<file path="config.mk">
export PLATFORM = sky130hd
export DESIGN_NAME = vtp_bank
export DESIGN_NICKNAME = d
export VERILOG_FILES = /design/src/common/vtp_pkg.sv /design/src/verilog/vtp_gen.sv /design/src/verilog/vtp_bank.sv
export VERILOG_INCLUDE_DIRS = /design/src /design/src/common
export SDC_FILE = /design/constraint.sdc
export NUM_CORES = 1
export LEC_CHECK = 0
export BUFFER_PORTS_ARGS = -buffer_cell sky130_fd_sc_hd__buf_2
export CORE_UTILIZATION = 25
export CTS_CLUSTER_DIAMETER = 120
export DETAILED_ROUTE_END_ITERATION = 8
export PLACE_DENSITY = 0.44
export SKIP_CTS_REPAIR_TIMING = 1
export SLEW_MARGIN = 15
export SYNTH_ARGS = -nofsm -noshare
export SYNTH_HDL_FRONTEND = slang
export SYNTH_SLANG_ARGS = --single-unit
</file>
<file path="constraint.sdc">
create_clock -name aclk -period 3.9 [get_ports aclk]
set_clock_uncertainty 0.15 [all_clocks]
set_input_delay 0.78 -clock aclk [delete_from_list [all_inputs] [get_ports aclk]]
set_output_delay 0.78 -clock aclk [all_outputs]
set_load 0.005 [all_outputs]
</file>
<file path="src/common/vtp_defs.svh">
// Register offsets, field positions, reset values and sizes of the video timing bank
`ifndef VTP_DEFS_SVH
`define VTP_DEFS_SVH
`define VTP_OFF_CHA_VSW_LO 8'h30
`define VTP_OFF_CHA_VSW_HI 8'h31
`define VTP_OFF_CHB_VSW_LO 8'h32
`define VTP_OFF_CHB_VSW_HI 8'h33
`define VTP_OFF_CHA_HBP 8'h34
`define VTP_OFF_CHB_HBP 8'h35
`define VTP_OFF_CHA_VBP 8'h36
`define VTP_OFF_CHB_VBP 8'h37
`define VTP_OFF_CHA_HFP 8'h38
`define VTP_OFF_CHB_HFP 8'h39
`define VTP_OFF_CHA_VFP 8'h3a
`define VTP_OFF_CHB_VFP 8'h3b
`define VTP_OFF_PAT_EN 8'h3c
`define VTP_OFF_SECOND_TRIM 8'h3d
`define VTP_OFF_FIRST_TRIM 8'h3e
`define VTP_OFF_CHA_HSW_LO 8'h40
`define VTP_OFF_CHA_HSW_HI 8'h41
`define VTP_OFF_CHB_HSW_LO 8'h42
`define VTP_OFF_CHB_HSW_HI 8'h43
`define VTP_OFF_CHA_ACT_LO 8'h44
`define VTP_OFF_CHA_ACT_HI 8'h45
`define VTP_OFF_CHB_ACT_LO 8'h46
`define VTP_OFF_CHB_ACT_HI 8'h47
`define VTP_OFF_CHA_LINES_LO 8'h48
`define VTP_OFF_CHA_LINES_HI 8'h49
`define VTP_OFF_CHB_LINES_LO 8'h4a
`define VTP_OFF_CHB_LINES_HI 8'h4b
`define VTP_OFF_MODE 8'h4c
`define VTP_OFF_STATUS 8'h4d
`define VTP_REG_COUNT 30
`define VTP_BIT_CHA_PAT 4
`define VTP_BIT_CHB_PAT 0
`define VTP_BIT_SINGLE_LINK 4
`define VTP_BIT_LR 0
`define VTP_LSB_CHMODE 5
`define VTP_CHMODE_INDEP 2'h2
`define VTP_REG_RESET 8'h00
`define VTP_RESP_OKAY 2'h0
`define VTP_RESP_SLVERR 2'h2
`endif

</file>
<file path="src/common/vtp_pkg.sv">
// Types shared by the video timing bank and its generators
package vtp_pkg;
  typedef enum logic [1:0] {
    VTP_SEG_SYNC = 2'b00,
    VTP_SEG_BACK = 2'b01,
    VTP_SEG_ACT = 2'b10,
    VTP_SEG_FRONT = 2'b11
  } vtp_seg_t;
  typedef struct packed {
    logic [9:0] sync;
    logic [7:0] back;
    logic [11:0] act;
    logic [7:0] front;
  } vtp_span_t;
  typedef struct packed {
    vtp_span_t h;
    vtp_span_t v;
  } vtp_timing_t;
  typedef struct packed {
    logic hsync;
    logic vsync;
    logic de;
    logic [11:0] x;
    logic [11:0] y;
  } vtp_video_t;
endpackage

</file>
<file path="src/verilog/vtp_gen.sv">
// Sync, porch and active sequencer for one generated video channel
`timescale 1ns/10ps
`default_nettype none
module vtp_gen (
  // Clock and reset
  input wire logic aclk,
  input wire logic aresetn,
  // Control
  input wire logic enable,
  input wire vtp_pkg::vtp_timing_t timing,
  // Generated video
  output vtp_pkg::vtp_video_t video
);
  typedef struct packed {
    vtp_pkg::vtp_seg_t hseg;
    vtp_pkg::vtp_seg_t vseg;
    logic [11:0] hcnt;
    logic [11:0] vcnt;
    logic [11:0] x;
    logic [11:0] y;
    vtp_pkg::vtp_video_t out;
  } vtp_gen_state_t;
  vtp_gen_state_t st; // Registered state
  vtp_gen_state_t next_st; // Next state

  // Length of a segment, zero lasts one count like a length of one
  function automatic logic [11:0] seg_len(input vtp_pkg::vtp_seg_t s, input vtp_pkg::vtp_span_t p);
    case (s)
      vtp_pkg::VTP_SEG_SYNC: seg_len = {2'h0, p.sync};
      vtp_pkg::VTP_SEG_BACK: seg_len = {4'h0, p.back};
      vtp_pkg::VTP_SEG_ACT: seg_len = p.act;
      default: seg_len = {4'h0, p.front};
    endcase
  endfunction

  // Step to the next segment in sync, back, active, front order
  function automatic vtp_pkg::vtp_seg_t seg_next(input vtp_pkg::vtp_seg_t s);
    case (s)
      vtp_pkg::VTP_SEG_SYNC: seg_next = vtp_pkg::VTP_SEG_BACK;
      vtp_pkg::VTP_SEG_BACK: seg_next = vtp_pkg::VTP_SEG_ACT;
      vtp_pkg::VTP_SEG_ACT: seg_next = vtp_pkg::VTP_SEG_FRONT;
      default: seg_next = vtp_pkg::VTP_SEG_SYNC;
    endcase
  endfunction

  // Line and frame sequencing, one pixel per clock
  always_comb begin
    logic line_end;
    line_end = 1'b0;
    next_st = st;
    if (!enable) begin
      // Idle: restart at the top of a frame
      next_st = '0;
    end else begin
      next_st.hcnt = st.hcnt + 12'h001;
      if (st.hseg == vtp_pkg::VTP_SEG_ACT) begin
        next_st.x = st.x + 12'h001;
      end
      if (st.hcnt + 12'h001 >= seg_len(st.hseg, timing.h)) begin
        // Segment done, zero-length segments pass in one clock
        next_st.hseg = seg_next(st.hseg);
        next_st.hcnt = 12'h000;
        if (st.hseg == vtp_pkg::VTP_SEG_FRONT) begin
          line_end = 1'b1;
          next_st.x = 12'h000;
        end
      end
      if (line_end) begin
        next_st.vcnt = st.vcnt + 12'h001;
        if (st.vseg == vtp_pkg::VTP_SEG_ACT) begin
          next_st.y = st.y + 12'h001;
        end
        if (st.vcnt + 12'h001 >= seg_len(st.vseg, timing.v)) begin
          next_st.vseg = seg_next(st.vseg);
          next_st.vcnt = 12'h000;
          if (st.vseg == vtp_pkg::VTP_SEG_FRONT) begin
            next_st.y = 12'h000;
          end
        end
      end
    end
    // Outputs from flops, one clock behind the counters
    next_st.out.hsync = enable && st.hseg == vtp_pkg::VTP_SEG_SYNC && timing.h.sync != 10'h000;
    next_st.out.vsync = enable && st.vseg == vtp_pkg::VTP_SEG_SYNC && timing.v.sync != 10'h000;
    next_st.out.de = enable && st.hseg == vtp_pkg::VTP_SEG_ACT && st.vseg == vtp_pkg::VTP_SEG_ACT
      && timing.h.act != 12'h000;
    next_st.out.x = st.x;
    next_st.out.y = st.y;
  end

  // State register
  always_ff @(posedge aclk) begin
    if (!aresetn) begin
      st <= '0;
    end else begin
      st <= next_st;
    end
  end

  assign video = st.out;
endmodule
`default_nettype wire

</file>
<file path="src/verilog/vtp_bank.sv">
// Video timing register bank with AXI4-Lite slave, test pattern generators and line trim
`timescale 1ns/10ps
`default_nettype none
`include "vtp_defs.svh"
module vtp_bank (
  // Clock and reset
  input wire logic aclk,
  input wire logic aresetn,
  // AXI4-Lite write address
  input wire logic [8:0] s_axi_awaddr,
  input wire logic s_axi_awvalid,
  output logic s_axi_awready,
  // AXI4-Lite write data
  input wire logic [31:0] s_axi_wdata,
  input wire logic [3:0] s_axi_wstrb,
  input wire logic s_axi_wvalid,
  output logic s_axi_wready,
  // AXI4-Lite write response
  output logic [1:0] s_axi_bresp,
  output logic s_axi_bvalid,
  input wire logic s_axi_bready,
  // AXI4-Lite read address
  input wire logic [8:0] s_axi_araddr,
  input wire logic s_axi_arvalid,
  output logic s_axi_arready,
  // AXI4-Lite read data
  output logic [31:0] s_axi_rdata,
  output logic [1:0] s_axi_rresp,
  output logic s_axi_rvalid,
  input wire logic s_axi_rready,
  // Received DSI video, one pixel per clock per input
  input wire logic first_in_de,
  input wire logic second_in_de,
  // Trimmed pixel qualifiers
  output logic first_keep,
  output logic second_keep,
  // Channel A and B video towards the serializer
  output vtp_pkg::vtp_video_t cha_video,
  output vtp_pkg::vtp_video_t chb_video,
  // Timing selection seen by the serializer
  output logic chb_uses_cha_timing,
  output logic cha_pattern_active,
  output logic chb_pattern_active
);
  typedef struct packed {
    logic [`VTP_REG_COUNT-1:0][7:0] regs;
    logic aw_held;
    logic [8:0] aw_addr;
    logic w_held;
    logic [7:0] w_data;
    logic w_lane0;
    logic bvalid;
    logic [1:0] bresp;
    logic rvalid;
    logic [1:0] rresp;
    logic [7:0] rdata;
    logic [11:0] first_pos;
    logic [11:0] second_pos;
    logic first_keep;
    logic second_keep;
  } vtp_bank_state_t;
  vtp_bank_state_t st; // Registered state
  vtp_bank_state_t next_st; // Next state
  vtp_pkg::vtp_timing_t cha_timing; // Channel A generator timing
  vtp_pkg::vtp_timing_t chb_timing; // Channel B generator timing
  vtp_pkg::vtp_video_t cha_gen; // Channel A pattern video
  vtp_pkg::vtp_video_t chb_gen; // Channel B pattern video
  logic [1:0] chmode; // Input channel mode field
  logic single_link; // Serializer single-link bit
  logic lr_mode; // Left/right pixel mode
  logic indep; // Two independent streams
  logic cha_pat_en; // Channel A pattern request
  logic chb_pat_en; // Channel B pattern request
  logic wr_go; // Both write halves present
  logic rd_go; // Read address accepted

  // Byte address to register index, out of range gives all ones
  // Byte address is four times the register offset, one word each
  function automatic logic [4:0] reg_index(input logic [8:0] addr);
    logic [7:0] off;
    off = {1'b0, addr[8:2]};
    if (addr[1:0] != 2'h0) begin
      reg_index = 5'h1f;
    end else if (off > `VTP_OFF_FIRST_TRIM && off < `VTP_OFF_CHA_HSW_LO) begin
      reg_index = 5'h1f; // Hole between the trim and hsync registers
    end else if (off >= `VTP_OFF_CHA_VSW_LO && off <= `VTP_OFF_STATUS) begin
      reg_index = 5'(off - `VTP_OFF_CHA_VSW_LO);
    end else begin
      reg_index = 5'h1f;
    end
  endfunction

  // Index of an offset inside the register array
  function automatic int idx(input logic [7:0] off);
    idx = int'(off) - int'(`VTP_OFF_CHA_VSW_LO);
  endfunction

  // Ten-bit value from a low and a high register
  function automatic logic [9:0] join10(input logic [7:0] lo, input logic [7:0] hi);
    join10 = {hi[1:0], lo};
  endfunction

  // Twelve-bit value from a low and a high register
  function automatic logic [11:0] join12(input logic [7:0] lo, input logic [7:0] hi);
    join12 = {hi[3:0], lo};
  endfunction

  // Mode bits from the control register, pattern requests from the pattern enable register
  assign chmode = st.regs[idx(`VTP_OFF_MODE)][`VTP_LSB_CHMODE +: 2];
  assign single_link = st.regs[idx(`VTP_OFF_MODE)][`VTP_BIT_SINGLE_LINK];
  assign lr_mode = st.regs[idx(`VTP_OFF_MODE)][`VTP_BIT_LR];
  assign indep = !single_link && chmode == `VTP_CHMODE_INDEP;
  assign cha_pat_en = st.regs[idx(`VTP_OFF_PAT_EN)][`VTP_BIT_CHA_PAT];
  assign chb_pat_en = st.regs[idx(`VTP_OFF_PAT_EN)][`VTP_BIT_CHB_PAT] && indep;
  assign chb_uses_cha_timing = !single_link && !indep;

  // Channel A timing fields
  always_comb begin
    cha_timing.h.sync = join10(st.regs[idx(`VTP_OFF_CHA_HSW_LO)], st.regs[idx(`VTP_OFF_CHA_HSW_HI)]);
    cha_timing.h.back = st.regs[idx(`VTP_OFF_CHA_HBP)];
    cha_timing.h.act = join12(st.regs[idx(`VTP_OFF_CHA_ACT_LO)], st.regs[idx(`VTP_OFF_CHA_ACT_HI)]);
    cha_timing.h.front = st.regs[idx(`VTP_OFF_CHA_HFP)];
    cha_timing.v.sync = join10(st.regs[idx(`VTP_OFF_CHA_VSW_LO)], st.regs[idx(`VTP_OFF_CHA_VSW_HI)]);
    cha_timing.v.back = st.regs[idx(`VTP_OFF_CHA_VBP)];
    cha_timing.v.act = join12(st.regs[idx(`VTP_OFF_CHA_LINES_LO)], st.regs[idx(`VTP_OFF_CHA_LINES_HI)]);
    cha_timing.v.front = st.regs[idx(`VTP_OFF_CHA_VFP)];
  end

  // Channel B timing fields, used only in independent mode
  always_comb begin
    chb_timing.h.sync = join10(st.regs[idx(`VTP_OFF_CHB_HSW_LO)], st.regs[idx(`VTP_OFF_CHB_HSW_HI)]);
    chb_timing.h.back = st.regs[idx(`VTP_OFF_CHB_HBP)];
    chb_timing.h.act = join12(st.regs[idx(`VTP_OFF_CHB_ACT_LO)], st.regs[idx(`VTP_OFF_CHB_ACT_HI)]);
    chb_timing.h.front = st.regs[idx(`VTP_OFF_CHB_HFP)];
    chb_timing.v.sync = join10(st.regs[idx(`VTP_OFF_CHB_VSW_LO)], st.regs[idx(`VTP_OFF_CHB_VSW_HI)]);
    chb_timing.v.back = st.regs[idx(`VTP_OFF_CHB_VBP)];
    chb_timing.v.act = join12(st.regs[idx(`VTP_OFF_CHB_LINES_LO)], st.regs[idx(`VTP_OFF_CHB_LINES_HI)]);
    chb_timing.v.front = st.regs[idx(`VTP_OFF_CHB_VFP)];
  end

  // Channel A generator, also feeds B when B follows A
  vtp_gen u_cha_gen (
    .aclk(aclk),
    .aresetn(aresetn),
    .enable(cha_pat_en),
    .timing(cha_timing),
    .video(cha_gen)
  );

  // Channel B generator, independent mode only
  vtp_gen u_chb_gen (
    .aclk(aclk),
    .aresetn(aresetn),
    .enable(chb_pat_en),
    .timing(chb_timing),
    .video(chb_gen)
  );

  // Video selection: B mirrors A in dual-link shared timing
  always_comb begin
    cha_video = cha_gen;
    if (chb_uses_cha_timing) begin
      chb_video = cha_gen;
    end else begin
      chb_video = chb_gen;
    end
  end
  assign cha_pattern_active = cha_pat_en;
  assign chb_pattern_active = chb_uses_cha_timing ? cha_pat_en : chb_pat_en;

  // Handshake outputs from held-request and response flags
  assign s_axi_awready = !st.aw_held;
  assign s_axi_wready = !st.w_held;
  assign s_axi_arready = !st.rvalid;
  assign s_axi_bvalid = st.bvalid;
  assign s_axi_bresp = st.bresp;
  assign s_axi_rvalid = st.rvalid;
  assign s_axi_rresp = st.rresp;
  assign s_axi_rdata = {24'h000000, st.rdata};
  assign rd_go = s_axi_arvalid && !st.rvalid;
  assign first_keep = st.first_keep;
  assign second_keep = st.second_keep;

  // Bus slave, trim counters and register file
  always_comb begin
    logic [4:0] wi;
    logic [4:0] ri;
    logic [8:0] wa;
    logic [7:0] wd;
    logic wl;
    logic [11:0] cha_len;
    wi = 5'h1f;
    ri = 5'h1f;
    wa = 9'h000;
    wd = 8'h00;
    wl = 1'b0;
    cha_len = join12(st.regs[idx(`VTP_OFF_CHA_ACT_LO)], st.regs[idx(`VTP_OFF_CHA_ACT_HI)]);
    next_st = st;
    // Capture each write half as it arrives, in either order
    if (s_axi_awvalid && !st.aw_held) begin
      next_st.aw_held = 1'b1;
      next_st.aw_addr = s_axi_awaddr;
    end
    if (s_axi_wvalid && !st.w_held) begin
      next_st.w_held = 1'b1;
      next_st.w_data = s_axi_wdata[7:0];
      next_st.w_lane0 = s_axi_wstrb[0];
    end
    wa = next_st.aw_addr;
    wd = next_st.w_data;
    wl = next_st.w_lane0;
    // Commit once both halves are in and no response is pending
    wr_go = next_st.aw_held && next_st.w_held && !st.bvalid;
    if (wr_go) begin
      wi = reg_index(wa);
      next_st.aw_held = 1'b0;
      next_st.w_held = 1'b0;
      next_st.bvalid = 1'b1;
      if (wi == 5'h1f || wi == 5'(idx(`VTP_OFF_STATUS))) begin
        next_st.bresp = `VTP_RESP_SLVERR; // Unmapped or read-only
      end else begin
        next_st.bresp = `VTP_RESP_OKAY;
        if (wl) begin
          next_st.regs[wi] = wd;
        end
      end
    end else if (st.bvalid && s_axi_bready) begin
      next_st.bvalid = 1'b0;
    end
    // Read: one cycle to answer, held until rready
    if (rd_go) begin
      ri = reg_index(s_axi_araddr);
      next_st.rvalid = 1'b1;
      if (ri == 5'h1f) begin
        next_st.rresp = `VTP_RESP_SLVERR;
        next_st.rdata = 8'h00;
      end else if (ri == 5'(idx(`VTP_OFF_STATUS))) begin
        next_st.rresp = `VTP_RESP_OKAY;
        next_st.rdata = {4'h0, cha_gen.vsync, cha_gen.de, cha_pattern_active, chb_pattern_active};
      end else begin
        next_st.rresp = `VTP_RESP_OKAY;
        next_st.rdata = st.regs[ri];
      end
    end else if (st.rvalid && s_axi_rready) begin
      next_st.rvalid = 1'b0;
    end
    // Leading trim of the second input, position counts received pixels
    if (second_in_de) begin
      next_st.second_pos = st.second_pos + 12'h001;
    end else begin
      next_st.second_pos = 12'h000;
    end
    next_st.second_keep = second_in_de
      && (!lr_mode || st.second_pos >= {4'h0, st.regs[idx(`VTP_OFF_SECOND_TRIM)]});
    // Trailing trim of the first input against its programmed line length
    if (first_in_de) begin
      next_st.first_pos = st.first_pos + 12'h001;
    end else begin
      next_st.first_pos = 12'h000;
    end
    next_st.first_keep = first_in_de && (!lr_mode || st.first_pos < cha_len);
  end

  // State register, all control state cleared by reset
  always_ff @(posedge aclk) begin
    if (!aresetn) begin
      st <= '0;
    end else begin
      st <= next_st;
    end
  end
endmodule
`default_nettype wire

</file>
==> impl_metrics.json, run 1 <==
{
  "yosysTopAreaCell": "dfxtp_1",
  "cts_tree": "done",
  "maxCapViolCount": 0,
  "critPathCaptureType": "flip-flop",
  "p_per_area_nw_per_um2": 393,
  "crit_arrival_ns": 3.97,
  "worst_slack_ns": 0.304,
  "drt_iter0_drc": 1741,
  "yosysWarnings": 0,
  "coreArea_um2": 90000,
  "worstPathRequired_ns": 4.27,
  "maxSlewViolCount": 0,
  "worstSetupStartpointType": "flip-flop",
  "start_util_pct": 25.2,
  "tightest_slew_ns": 0.865,
  "p_leak_nw": 11.9,
  "wirelength_mm": 79.1,
  "rows": 110,
  "max_freq_mhz": 278,
  "critical_path_class": "reg2reg",
  "synth-edff-count": 0,
  "gp_congestion": 0.866,
  "ys_ff_latch": 452,
  "grt_max_degree": 129,
  "power.total_w": 0.0105,
  "cts.path.max_buffers": 3,
  "synthTopCellsByArea": "dfxtp_1, nand2_1, o211a_1",
  "port_buffers": 109,
  "drc": 0,
  "cts_buffers": 55,
  "ys_types": 80,
  "routedWlPerCell_um": 20.2,
  "grt_pass1_wl_mm": 118,
  "yosysTopAreaCellShare_pct": 39.8,
  "ys_seq_area_share_pct": 39.8,
  "hold_viol": 0,
  "synthTopCellsByCount": "nand2_1, dfxtp_1, nor2_1",
  "root_buffer": "clkbuf_16",
  "vias_per_cell": 4.85,
  "grt_pass1_vias": 18100,
  "final.setup.tns_ns": 0,
  "post-route-period-util_pct": 92.2,
  "htreeDepth": 2,
  "cts.clk_slew.worst_paths_ns": 0.06,
  "die_h_um": 303,
  "worstPathCellList": "inv_1 > ha_1 > a222oi_1 > a21oi_1 > ha_1 > nand2b_1 > a21o_1 > a211oi_1 > or3_1 > a21oi_1 > o22ai_1 > buf_4 > o31ai_4 > buf_4 > nor2_1",
  "ys_async_sr_fraction_pct": 0,
  "nets": 2851,
  "syn_inst": 2622,
  "ir_drop_uv": 310,
  "ys.flop_type": "dfxtp_1",
  "clock_latency_ns": 0.65,
  "io_pins": 163,
  "slowest_stage": "a222oi_1",
  "setup_viol": 0,
  "syn_area_um2": 22700,
  "crit_fanout": 13,
  "rsz0062_at_grt": "false",
  "die_w_um": 303,
  "final_layout_size_suffix_gt1_share_pct": 14.5,
  "status": "finished clean",
  "max_slew_margin_pct": 42.3,
  "ant_nets": 0,
  "synth_most_common_cell": "nand2_1",
  "dr.pass1.iters": 7,
  "area_growth_pct": 17.2,
  "grt_usage_pct": 16.9,
  "grt_overflow": 0,
  "hold_class": "in2reg",
  "fin_crit_ns": 3.60,
  "place_hpwl_mm": 56.7,
  "vias": 19000,
  "cts.sinks": 452,
  "fillers": 9628,
  "antenna_found_initial": 2,
  "diodes": 0,
  "dieArea_um2": 92100,
  "syn_area_per_cell_um2": 8.66,
  "preCtsSetupSlack_ns": 0.0913,
  "max_stage_delay_ns": 0.46
}
## metrics by stage
step,area [µm²],hold slack (ns),util [%],std cells
floorplan,22800,0.275,-,2647
global placement,24700,0.292,27.5,3813
detailed placement,24700,0.294,27.5,3813
CTS,26600,0.202,29.5,3913
global route,26600,0.217,29.6,3914
finish,26600,0.237,29.6,3914
## kinds of logic (layout without fill, tap and decap cells)
logic type	Yosys count	count (layout)	synth area share, %
flops	452	452	39.8
other cells	1	26	0.0165
simple gates	1087	1087	22.2
fa+ha+maj	93	93	5.12
buf+inv	278	369	5.84
mux	147	147	6.80
compound gates	450	450	15.8
xor+xnor	114	114	4.39
## layout by cell type, fill, tap and decap left out, types with 12 or more instances in the layout
cell type / synthesis / final
mux2i_1: 111 / 103
dfxtp_1: 452 / 451
nand2b_1: 25 / 25
mux2_2: 32 / 32
a21o_1: 16 / 15
nand4_1: 34 / 34
conb_1: 1 / 26
nor2_1: 168 / 167
a222oi_1: 32 / 32
nand2_1: 518 / 518
o21ai_0: 62 / 61
and2_1: 67 / 66
a21oi_1: 59 / 59
clkbuf_1: 134 / 12
xor2_1: 70 / 70
ha_1: 93 / 91
a31oi_1: 28 / 28
and3_1: 57 / 57
clkbuf_16: 0 / 55
a22o_1: 12 / 12
a211oi_1: 14 / 14
buf_4: 67 / 101
nor4_1: 17 / 17
o211a_1: 144 / 144
nand3_1: 129 / 129
buf_2: 19 / 109
inv_1: 45 / 45
xnor2_1: 44 / 44
## power by group
| group | switching (W) | internal (W) |
|---|---|---|
| Combinational | 0.000366 | 0.000129 |
| Clock | 0.00221 | 0.00312 |
| Sequential | 0.0000151 | 0.00464 |
## cell type report
class	count	area (µm²)	area share [%]
multi-input combinational	1917	12500	47.1
tap	1176	1470	5.53
sequential	452	9050	34.0
clock inverter	24	324	1.22
clock buffer	76	1550	5.80
timing repair buffer	221	1520	5.71
inverter	48	180	0.677
## registers in the layout, indices dropped and copies added (netlist names), 2 cells and up
signal and flops:
cha_timing 76, chb_timing 76, chmode 2, s_axi_rdata 8
st 123, u_cha_gen.next_st 24, u_cha_gen.st 28, u_cha_gen.video 27
u_chb_gen.next_st 24, u_chb_gen.st 28, u_chb_gen.video 27
## worst paths after layout
kind                                      start                           endpoint  slack (ns)  depth (start not counted)
hold / removal                    s_axi_arvalid          s_axi_rvalid$_SDFFE_PN0P_        0.24                          2
setup / recovery  u_chb_gen.st[76]$_SDFFE_PN0P_  u_chb_gen.next_st[9]$_SDFFE_PN0P_        0.30                         15
hold reg to reg     u_cha_gen.st[63]$_SDFF_PP0_        u_cha_gen.st[63]$_SDFF_PP0_        0.30                          1
setup reg to reg  u_chb_gen.st[76]$_SDFFE_PN0P_  u_chb_gen.next_st[9]$_SDFFE_PN0P_        0.30                         15
## per-layer routing
layer  GRT usage (%)  share of wire [%]
met2            26.7                 45
met4            5.65                2.8
met3            2.53                5.6
met1            23.6                 47
met5               0              0.015
## worst max-delay path, delay by kind of cell (launching register included)
family,cells,cell delay [ns]
AOI/OAI and AO/OA,7,1.37
adders and majority gates,2,0.58
buffers and inverters,3,0.51
and+or+nand+nor,3,0.50
DFF,1,0.37
(Power assumes the default switching activity.)
==> run 2, diff against run 1 <==
Settings changed: RECOVER_POWER set to 50.
==> run 2 against run 1 <==
  * The run now ends with capacitance limit, slew limit left
  * Maximum frequency decreased by 1.5%
  * Critical path type is now in2reg
  * Register-to-register slack is essentially flat
  * Clock-buffer cell count unchanged
  * Largest cell class unchanged
  * Wire length hardly changed
  * Utilization down 0.23 points
  * Cell area fell by 0.76%
  * Clock power hardly changed
  * First-iteration DRC count is 7.1% lower
==> impl_metrics.json, run 2 (synthesis gave the netlist of run 1 again) <==
{
  "die_h_um": 303,
  "diodes": 0,
  "grt_overflow": 0,
  "die_w_um": 303,
  "worstPathRequired_ns": 4.23,
  "dp.cells": 3813,
  "worstHoldEndpoint": "s_axi_rvalid$_SDFFE_PN0P_",
  "area_growth_pct": 16.3,
  "worst_slack_ns": 0.249,
  "status": "complete, but fails checks",
  "cts.path.max_buffers": 3,
  "cts_tree": "done",
  "maxSlewViolCount": 248,
  "port_buffers": 109,
  "largest_reg_flops": 123,
  "grt_pass1_vias": 18100,
  "dr.pass1.iters": 8,
  "max_slew_margin_pct": -85.2,
  "critPathCaptureType": "flip-flop",
  "hold_depth": 2,
  "grt_max_degree": 129,
  "vias_per_cell": 4.86,
  "min_from": "s_axi_arvalid",
  "seqPwrFrac_pct": 44.5,
  "rsz0062_at_grt": "false",
  "p_leak_nw": 11.7,
  "tightest_slew_ns": 2.78,
  "power.switching_w": 0.00259,
  "hold_viol": 0,
  "preCtsSetupSlack_ns": 0.0913,
  "crit_arrival_ns": 3.98,
  "p_per_area_nw_per_um2": 396,
  "rows": 110,
  "maxCapViolCount": 3,
  "nets": 2851,
  "clock_latency_ns": 0.65,
  "switching_share_pct": 24.8,
  "r2r_cells": 15,
  "clock_power_share_pct": 50.9,
  "hold_class": "in2reg",
  "coreArea_um2": 90000,
  "max_freq_mhz": 274,
  "io_pins": 163,
  "antenna_found_initial": 2,
  "gp_congestion": 0.866,
  "root_buffer": "clkbuf_16",
  "place_hpwl_mm": 56.7,
  "fillers": 9680,
  "wirelength_mm": 79.0,
  "htreeDepth": 2,
  "cp-startpoint": "s_axi_araddr[7]",
  "routedWlPerCell_um": 20.2,
  "violations": "capacitance limit, slew limit",
  "cts.clk_slew.worst_paths_ns": 0.06,
  "r2r_setup_slack_ns": 0.31,
  "ant_nets": 0,
  "critical_path_class": "in2reg",
  "vias": 19000,
  "top_register": "st",
  "cts_buffers": 55,
  "setup_viol": 0,
  "grt_usage_pct": 16.9,
  "drc": 0,
  "post-route-period-util_pct": 93.6,
  "final_common_cell": "nand2_1",
  "hold_slack_ns": 0.242,
  "drt_iter0_drc": 1618,
  "fin_crit_ns": 3.65,
  "cts.sinks": 452,
  "crit_fanout": 36,
  "final_layout_size_suffix_gt1_share_pct": 12.4,
  "worstSetupStartpointType": "input port",
  "ir_drop_uv": 309,
  "layout_common_cells": "nand2_1, dfxtp_1, nor2_1, o211a_1, nand3_1",
  "dieArea_um2": 92100,
  "stdcell_count": 3914,
  "internal_power_w": 0.00788,
  "r2r_end": "u_chb_gen.next_st[1]$_SDFFE_PN0P_",
  "start_util_pct": 25.2,
  "grt_pass1_wl_mm": 118,
  "final.setup.tns_ns": 0,
  "p_comb_share_pct": 4.6,
  "r2r_start": "u_chb_gen.st[76]$_SDFFE_PN0P_"
}
-- run 2: cell types whose count changed in the layout (fill, tap and decap cells not counted), sizes merged --
cell,before,now
buf,221,163
clkbuf,76,134
-- run 2: critical path: stages --
cell      delay, ns
clkbuf_1       0.09
or3b_2         0.55
o21ai_0        0.29
buf_4          0.21
nand2_1        0.19
clkbuf_2       0.60
nand3_1        0.44
nor2_1         0.17
a22o_1         0.27
o311ai_0       0.18
o211ai_1       0.19
-- run 2: worst max-delay path by stage --
stage / end / slack (ns) / cells after the start
CTS: u_cha_gen.next_st[1]$_SDFFE_PN0P_ / 0.08 / 16
floorplan: u_cha_gen.next_st[0]$_SDFFE_PN0P_ / 0.04 / 16
finish: s_axi_rdata[1]$_SDFFE_PN0P_ / 0.25 / 11
global route: u_chb_gen.st[52]$_SDFFE_PN0P_ / 0.01 / 14
global placement: u_cha_gen.next_st[1]$_SDFFE_PN0P_ / 0.10 / 16
detailed placement: u_cha_gen.next_st[1]$_SDFFE_PN0P_ / 0.09 / 16
-- run 2: stage by stage --
step | area (µm²) | total power (W) | utilization (%)
2_1_floorplan | 22800 | 0.00504 | -
3_3_place_gp | 24700 | 0.00526 | 27.5
3_5_place_dp | 24700 | 0.00525 | 27.5
4_1_cts | 26600 | 0.0106 | 29.5
5_1_grt | 26400 | 0.0108 | 29.4
6_report | 26400 | 0.0105 | 29.4
-- run 2: power groups by stage --
stage / logic, W / registers [W] / clock network, W
after floorplan: 0.000289 / 0.00475 / 0
after global placement: 0.000497 / 0.00476 / 0
after detailed placement: 0.000493 / 0.00476 / 0
after CTS: 0.000494 / 0.00466 / 0.00548
after global routing: 0.000514 / 0.00466 / 0.00567
final: 0.000482 / 0.00466 / 0.00533
-- run 2: layer usage --
| metal | vias up | GRT usage (%) | part of all wire [%] |
|---|---|---|---|
| met2 | 541 | 26.7 | 45 |
| met1 | 9079 | 23.6 | 47 |
| li1 | 9268 | - | - |
| met5 | - | 0 | 0.015 |
| met3 | 114 | 2.53 | 6.0 |
| met4 | 2 | 5.65 | 2.8 |
-- run 2: final cells by class --
cell class                      count  area (µm²)  share of cell area (%)
Sequential cell                   452        9050                    34.3
Multi-Input combinational cell   1917       12500                    47.2
Inverter                           48         180                   0.682
Timing Repair Buffer              221        1380                    5.21
Clock buffer                       76        1550                    5.85
Clock inverter                     24         324                    1.23
Tap cell                         1176        1470                    5.57
